--- src/rtl/clr_regs.vh ---
`ifndef CLR_REGS_VH
`define CLR_REGS_VH

// ----------------------------------------
// Register offsets
// ----------------------------------------
`define CLR_ADDR_W 8
`define CLR_OFF_RPT 8'h75
`define CLR_OFF_CTRL 8'h77
`define CLR_OFF_FCLR 8'h78

// ----------------------------------------
// Reset values
// ----------------------------------------
`define CLR_RST_RPT 8'hF8
`define CLR_RST_CTRL 8'h00
`define CLR_RST_FCLR 8'h00

// ----------------------------------------
// Field positions
// ----------------------------------------
`define CLR_LVL_HI 4
`define CLR_LVL_LO 3
`define CLR_FUNC_EN 2
`define CLR_WARN_EN 1
`define CLR_FLT_EN 0
`define CLR_FCLR_BIT 7
`define CLR_FCLR_RSV_HI 6
`define CLR_CTRL_RSV_HI 7
`define CLR_CTRL_RSV_LO 5
`define CLR_FLT_HOLD 7
`define CLR_WARN_HOLD 6
`define CLR_WARN_SUP 1
`define CLR_FLT_SUP 0

// ----------------------------------------
// Level codes
// ----------------------------------------
`define CLR_LVL_80 2'h0
`define CLR_LVL_40 2'h1
`define CLR_LVL_60 2'h2
`define CLR_PCT_80 7'h50
`define CLR_PCT_60 7'h3C
`define CLR_PCT_40 7'h28

// ----------------------------------------
// Synchroniser, latch and read port
// ----------------------------------------
`define CLR_SYNC_STAGES 2
`define CLR_RST_SYNC 1'b0
`define CLR_RST_LATCH 1'b0
`define CLR_FCLR_RSV_LO 0
`define CLR_RST_RDATA 8'h00
`define CLR_RD_UNMAPPED 8'h00

`endif

--- src/rtl/clr_regs.v ---
// Overview of operation
// - Level field: 00=80%, 10=60%, 01=40%
// - Bit 2 enables per-cycle limiting
// - Bit 1 enables limit warning generation
// - Bit 0 enables limit fault generation
// - Writing fault-clear bit 7 clears faults
// - Reserved bits read-write, no effect
// - Fault hold enable resets 1, latches fault
// - Warning hold enable resets 1, latches warning
// - Warning suppress bit masks warning report
// - Fault suppress bit masks fault report
`timescale 1ns/100ps
`include "clr_regs.vh"

module clr_regs
(
	input wire clk_i,
	input wire reset_i,
	input wire wr_en_i,
	input wire rd_en_i,
	input wire [7:0] addr_i,
	input wire [7:0] wdata_i,
	input wire limit_hit_i,
	input wire limit_warn_i,
	output reg [7:0] rdata_o,
	output reg rvalid_o,
	output reg limit_function_enable_o,
	output reg [6:0] limit_level_pct_o,
	output reg analog_fault_clear_o,
	output reg limit_warning_o,
	output reg limit_fault_o
);

// ----------------------------------------
// Pin synchronisers
// ----------------------------------------
// Limit events come straight off the analog comparators
wire hit_s;
wire warn_s;

clr_sync i_hit_sync
(
	.clk_i(clk_i),
	.reset_i(reset_i),
	.async_i(limit_hit_i),
	.sync_o(hit_s)
);

clr_sync i_warn_sync
(
	.clk_i(clk_i),
	.reset_i(reset_i),
	.async_i(limit_warn_i),
	.sync_o(warn_s)
);

// ----------------------------------------
// Register file
// ----------------------------------------
reg [7:0] ctrl_r;
reg [7:0] fclr_r;
reg [7:0] rpt_r;
wire wr_ctrl = wr_en_i && (addr_i == `CLR_OFF_CTRL);
wire wr_fclr = wr_en_i && (addr_i == `CLR_OFF_FCLR);
wire wr_rpt = wr_en_i && (addr_i == `CLR_OFF_RPT);
wire clear_req = wr_fclr && wdata_i[`CLR_FCLR_BIT];

always @(posedge clk_i or posedge reset_i)
begin
	if (reset_i)
	begin
		ctrl_r <= `CLR_RST_CTRL;
		fclr_r <= `CLR_RST_FCLR;
		rpt_r <= `CLR_RST_RPT;
	end
	else
	begin
		if (wr_ctrl)
			ctrl_r <= wdata_i;
		if (wr_fclr)
			fclr_r <= {1'b0, wdata_i[`CLR_FCLR_RSV_HI:`CLR_FCLR_RSV_LO]};
		if (wr_rpt)
			rpt_r <= wdata_i;
	end
end

// Strobe bit never stored, so it reads back as zero
always @(posedge clk_i or posedge reset_i)
begin
	if (reset_i)
	begin
		rdata_o <= `CLR_RST_RDATA;
		rvalid_o <= 1'b0;
	end
	else
	begin
		rvalid_o <= rd_en_i;
		if (rd_en_i)
		begin
			case (addr_i)
				`CLR_OFF_CTRL: rdata_o <= ctrl_r;
				`CLR_OFF_FCLR: rdata_o <= fclr_r;
				`CLR_OFF_RPT: rdata_o <= rpt_r;
				default: rdata_o <= `CLR_RD_UNMAPPED;
			endcase
		end
	end
end

// ----------------------------------------
// Limit control and fault state
// ----------------------------------------
wire [1:0] lvl = ctrl_r[`CLR_LVL_HI:`CLR_LVL_LO];
reg [6:0] pct_nxt;
always @*
begin
	case (lvl)
		`CLR_LVL_80: pct_nxt = `CLR_PCT_80;
		`CLR_LVL_60: pct_nxt = `CLR_PCT_60;
		`CLR_LVL_40: pct_nxt = `CLR_PCT_40;
		default: pct_nxt = `CLR_PCT_80;
	endcase
end

wire en = ctrl_r[`CLR_FUNC_EN];
wire flt_ev = en && ctrl_r[`CLR_FLT_EN] && hit_s;
wire wrn_ev = en && ctrl_r[`CLR_WARN_EN] && warn_s;
wire flt_nxt;
wire wrn_nxt;

// Set beats clear: an event in the clear cycle stays latched
clr_evt_latch i_flt_latch
(
	.clk_i(clk_i),
	.reset_i(reset_i),
	.event_i(flt_ev),
	.hold_en_i(rpt_r[`CLR_FLT_HOLD]),
	.clear_i(clear_req),
	.held_nxt_o(flt_nxt)
);

clr_evt_latch i_wrn_latch
(
	.clk_i(clk_i),
	.reset_i(reset_i),
	.event_i(wrn_ev),
	.hold_en_i(rpt_r[`CLR_WARN_HOLD]),
	.clear_i(clear_req),
	.held_nxt_o(wrn_nxt)
);

always @(posedge clk_i or posedge reset_i)
begin
	if (reset_i)
	begin
		limit_function_enable_o <= 1'b0;
		limit_level_pct_o <= `CLR_PCT_80;
		analog_fault_clear_o <= 1'b0;
		limit_warning_o <= 1'b0;
		limit_fault_o <= 1'b0;
	end
	else
	begin
		limit_function_enable_o <= en;
		limit_level_pct_o <= pct_nxt;
		analog_fault_clear_o <= clear_req;
		limit_warning_o <= wrn_nxt && !rpt_r[`CLR_WARN_SUP];
		limit_fault_o <= flt_nxt && !rpt_r[`CLR_FLT_SUP];
	end
end

endmodule // clr_regs

// ----------------------------------------
// Synchroniser chain
// ----------------------------------------
module clr_sync
#(
	parameter STAGES = `CLR_SYNC_STAGES
)
(
	input wire clk_i,
	input wire reset_i,
	input wire async_i,
	output wire sync_o
);

// Only the last stage is read: the first may be metastable
reg [STAGES-1:0] chain_r;

always @(posedge clk_i or posedge reset_i)
begin
	if (reset_i)
		chain_r <= {STAGES{`CLR_RST_SYNC}};
	else
		chain_r <= {chain_r[STAGES-2:0], async_i};
end

assign sync_o = chain_r[STAGES-1];

endmodule // clr_sync

// ----------------------------------------
// Event latch with hold enable
// ----------------------------------------
module clr_evt_latch
(
	input wire clk_i,
	input wire reset_i,
	input wire event_i,
	input wire hold_en_i,
	input wire clear_i,
	output wire held_nxt_o
);

reg held_r;

// With hold off the report simply tracks the live event
assign held_nxt_o = event_i || (hold_en_i && held_r && !clear_i);

always @(posedge clk_i or posedge reset_i)
begin
	if (reset_i)
		held_r <= `CLR_RST_LATCH;
	else
		held_r <= held_nxt_o;
end

endmodule // clr_evt_latch

--- config.mk ---
export PLATFORM = sky130hd
export DESIGN_NAME = clr_regs
export DESIGN_NICKNAME = d
export VERILOG_FILES = /design/src/rtl/clr_regs.v
export VERILOG_INCLUDE_DIRS = /design/src /design/src/rtl
export SDC_FILE = /design/constraint.sdc
export NUM_CORES = 1
export LEC_CHECK = 0
export ABC_AREA = 0
export BUFFER_PORTS_ARGS = -buffer_cell sky130_fd_sc_hd__buf_2
export CAP_MARGIN = 10
export CORE_UTILIZATION = 57
export DETAILED_ROUTE_END_ITERATION = 10
export GPL_ROUTABILITY_DRIVEN = 0
export PLACE_DENSITY = 0.94
export SYNTH_ARGS = -nofsm -noshare
export SYNTH_HDL_FRONTEND = slang
export SYNTH_HIERARCHICAL = 1
export SYNTH_SLANG_ARGS = --single-unit
--- constraint.sdc ---
create_clock -name clk_i -period 1.7 [get_ports clk_i]
set_clock_uncertainty 0.05 [all_clocks]
set_input_delay 0.085 -clock clk_i [delete_from_list [all_inputs] [get_ports clk_i]]
set_output_delay 0.085 -clock clk_i [all_outputs]
set_load 0.01 [all_outputs]
[Yosys cells after proc, flatten, opt, wreduce, memory -nomap -nowiden]
Index checks and enable logic that the tools add are counted.
Word-level totals
  output and inout bits: 20
  register bits after elaboration: 49
Operators by class
  reductions and logical operators: 19
  eq/ne operators: 5
  muxes and demuxes: 2
Operator list (count)
  $eq A8 B7 Y1 const B: 3
  $pmux W8 S3: 1
  $logic_and A1 B1 Y1: 14
  $pmux W7 S2: 1
  $logic_not A1 Y1: 3
  $eq A2 B1 Y1 const B: 1
  $eq A2 B2 Y1 const B: 1
  $logic_or A1 B1 Y1: 2

[Depth between registers and ports, before layout]
  depth after elaboration: 7
  depth in mapped cells: 5
  depth with buffers taken out: 4

[By module]
The synthesis kept the hierarchy.
Modules (own cells, without submodules)
  clr_regs: area an instance 1760.4 µm², sequential area each 1009.7 µm², cells each 128, times used 1
  clr_sync: area an instance 53.8 µm², sequential area each 50.0 µm², cells each 3, times used 2
  clr_evt_latch: area an instance 40.0 µm², sequential area each 25.0 µm², cells each 4, times used 2

[Worst setup path after synthesis]
OpenSTA, ideal clock, no wires.
  path kind: input to register
  start point: in addr_i[1]
  end point: reg fclr_r[0]
  setup time: 0.125 ns
  slack: 0.347 ns
  stages: 4
  arrival time: 1.179 ns
  required time: 1.525 ns
  cell sequence: buf_6 > nor4b_4 > nand3_2 > mux2_2
Between the ends
  word-level cells in the longest chain between the ends: 2
Ends and longest elaborated chain
  from (decl): RTL line clr_regs.v:21  | input wire [7:0] addr_i,
  $eq A8 B7 Y1
  $logic_and A1 B1 Y1: RTL line clr_regs.v:64  | wire wr_fclr = wr_en_i && (addr_i == `CLR_OFF_FCLR);
  to (signal assigned): RTL line clr_regs.v:73  | fclr_r <= `CLR_RST_FCLR;
  to (signal assigned): RTL line clr_regs.v:81  | fclr_r <= {1'b0, wdata_i[`CLR_FCLR_RSV_HI:`CLR_FCLR_RSV_LO]};
  to (decl): RTL line clr_regs.v:61  | reg [7:0] fclr_r;
Every way passes these cells.
A chain may end at the register's enable or synchronous reset.

==> run_results.csv <==
group,metric,value,unit
sta,slew_violations,0,
die,chipWidth,60.5,µm
yosys,synth_warnings,6,
worst_setup_path,crit_chain,"dlygate4sd3_1, buf_2, nand4b_1, o221ai_1",
worst_hold_path,hold_path_class,"in2reg",
sta,rsz0062_at_grt,"no",
cells_and_area,fin_area,2360,µm²
power,max-vdd-ir-drop,0.531,mV
detailed_routing,wl_per_cell,15.8,µm
sta,finalSetupViolations,0,
yosys,synthArstFlopShare,1.00,
place,portBuffers,39,
cells_and_area,most-common-layout-cells,"dfrtp_1, buf_2, mux2_2",
worst_setup_path,critPathRequiredTime,1.93,ns
die,die-area,3660,µm²
yosys,synth_seq_area_share,0.595,
die,core,3150,µm²
cells_and_area,syn_to_final_growth,21.1,%
power,powerDensity,773,nW/µm²
die,die_h,60.5,µm
cts,clkTransAtPathRegs,0.12,ns
sta,fmax,837,MHz
worst_setup_path,worst-path-buf-inv,2,
cts,root_buffer,"clkbuf_4",
place,place_area,2190,µm²
sta,setup_ws,0.505,ns
global_route,grtUsageTotal,0.241,
detailed_routing,viasPerCell,5.41,
yosys,synth_seq_cells,46,
detailed_routing,routed_wl,3850,µm
outcome,outcome,"finished clean",
worst_setup_path,cp_max_fo,12,
die,io_pins,42,
cts,htreeDepth,2,
place,place_ws,0.207,ns
global_route,grt_max_degree,38,
worst_setup_path,arrival,1.42,ns
worst_setup_path,crit_type,"in2reg",
cts,cts_inserted_buffers,5,
cells_and_area,n_antenna_cell,0,
die,start_util,0.618,
sta,min_period_over_period,0.703,
power,power.leakage,1.21,nW
detailed_routing,ant_nets,0,
sta,finalCriticalPeriod,1.20,ns
yosys,synth_top_area_frac,0.501,
yosys,yosysTopAreaCell,"dfrtp_1",
yosys,synth_area_leaders,"dfrtp_1, mux2_2, dfstp_2, inv_1, a22oi_1",
global_route,grt_pass1_wl,6210,µm
worst_setup_path,cp-start-kind,"input pin",
place,dpl.hpwl,2740,µm
detailed_routing,first_pass_iters,4,
global_route,antenna_found_initial,0,
global_route,grt_pass1_vias,1357,
sta,hold_ws,0.0334,ns
sta,tns,0,ns
worst_setup_path,end_kind,"register",
run,drv_cap,0,
worst_setup_path,cpLargestDelayFamily,"buffers and inverters",
yosys,syn_area,1950,µm²
worst_setup_path,critPathSlowestCell,"dlygate4sd3_1",
yosys,synth_flop_cell,"dfrtp_1",
detailed_routing,drc,0,
cts,cts_sinks,46,
cts,clkLatencyLatePin,0.36,ns
worst_setup_path,slowest_delay,0.52,ns
global_route,grt_overflow,0,
yosys,yosys.cell_types.count,33,
yosys,syn_avg_cell_area,13.7,µm²
die,rows,20,
cells_and_area,finalNetCount,222,
yosys,postSynthCellCount,142,
detailed_routing,drt_iter0_markers,55,
detailed_routing,vias,1314,
sta,hold_violations,0,
yosys,synth-edff-count,0,
cts,cts-resized-gates,0,
cts,cts_tree,"done",
cts,cts_buffer_depth,2,
cells_and_area,drive_gt1_frac,0.437,
## routing by layer
layer  up-vias  part of all wire  GRT usage
met5         -                 0          0
met4         0             0.017     0.0942
met3        10             0.049     0.0661
met2        40              0.49      0.400
met1       650              0.44      0.303
li1        614                 -          -
## Yosys cell counts, types with 2 or more instances
cell	n
and4b_1	2
nand2_1	2
o221ai_1	5
mux2_2	25
clkbuf_1	3
and3_1	3
o21bai_1	2
buf_4	3
dfstp_2	7
nor2b_1	3
ha_1	2
inv_1	16
dfrtp_1	39
nand2b_1	5
a22oi_1	6
nand4b_1	2
## power by group
| group | switching (mW) | internal (mW) | total (mW) |
|---|---|---|---|
| logic | 0.0884 | 0.0814 | 0.170 |
| clock network | 0.332 | 0.158 | 0.490 |
| registers | 0.0222 | 1.14 | 1.16 |
| total | 0.442 | 1.38 | 1.82 |
## final cells by class
class,instances,area [µm²]
Multi-Input combinational cell,74,687
Tap cell,44,55.1
Sequential cell,46,1160
Fill cell,212,795
Clock buffer,6,41.3
Clock inverter,2,10.0
Timing Repair Buffer,55,345
Inverter,16,60.1
## per-stage QoR
stage,utilization,power (mW),instances
after floorplan,-,1.27,143
after global placement,0.694,1.32,223
after detailed placement,0.694,1.33,223
after CTS,0.748,1.84,243
after global routing,0.748,1.90,243
final,0.748,1.82,243
## sequential cells by signal, indices dropped and copies added (netlist names), 2 cells and up
signal / count
limit_level_pct_o: 4
rpt_r: 8
i_hit_sync/chain_r: 2
i_warn_sync/chain_r: 2
rdata_o: 8
fclr_r: 7
ctrl_r: 8
## cells by family after synthesis
logic type                 synth area share
adders and majority gates            0.0128
buffers and inverters                0.0539
and+or+nand+nor                       0.114
other                               0.00192
AOI/OAI and AO/OA                    0.0726
muxes                                 0.150
DFF                                   0.595
## worst paths after layout
check / startpoint / end / slack [ns] / cells past startpoint
max: rd_en_i / rdata_o[4]$_DFFE_PP0P_ / 0.50 / 4
min in group asynchronous: reset_i / i_wrn_latch/held_r$_DFF_PP0_ / 0.10 / 3
min reg2reg: i_warn_sync/chain_r[0]$_DFF_PP0_ / i_warn_sync/chain_r[1]$_DFF_PP0_ / 0.33 / 0
min: addr_i[1] / rdata_o[0]$_DFFE_PP0P_ / 0.03 / 2
max in group asynchronous: reset_i / rpt_r[5]$_DFFE_PP1P_ / 0.74 / 4
max reg2reg: ctrl_r[3]$_DFFE_PP0P_ / rdata_o[3]$_DFFE_PP0P_ / 0.59 / 3
## repair_timing
item                                    in CTS  in global routing
endpoints found under the hold margin       65                  0
buffers inserted                             0                  0
endpoints found under the setup margin       0                  0
hold buffers                                12                  0
(Power assumes the default switching activity.)
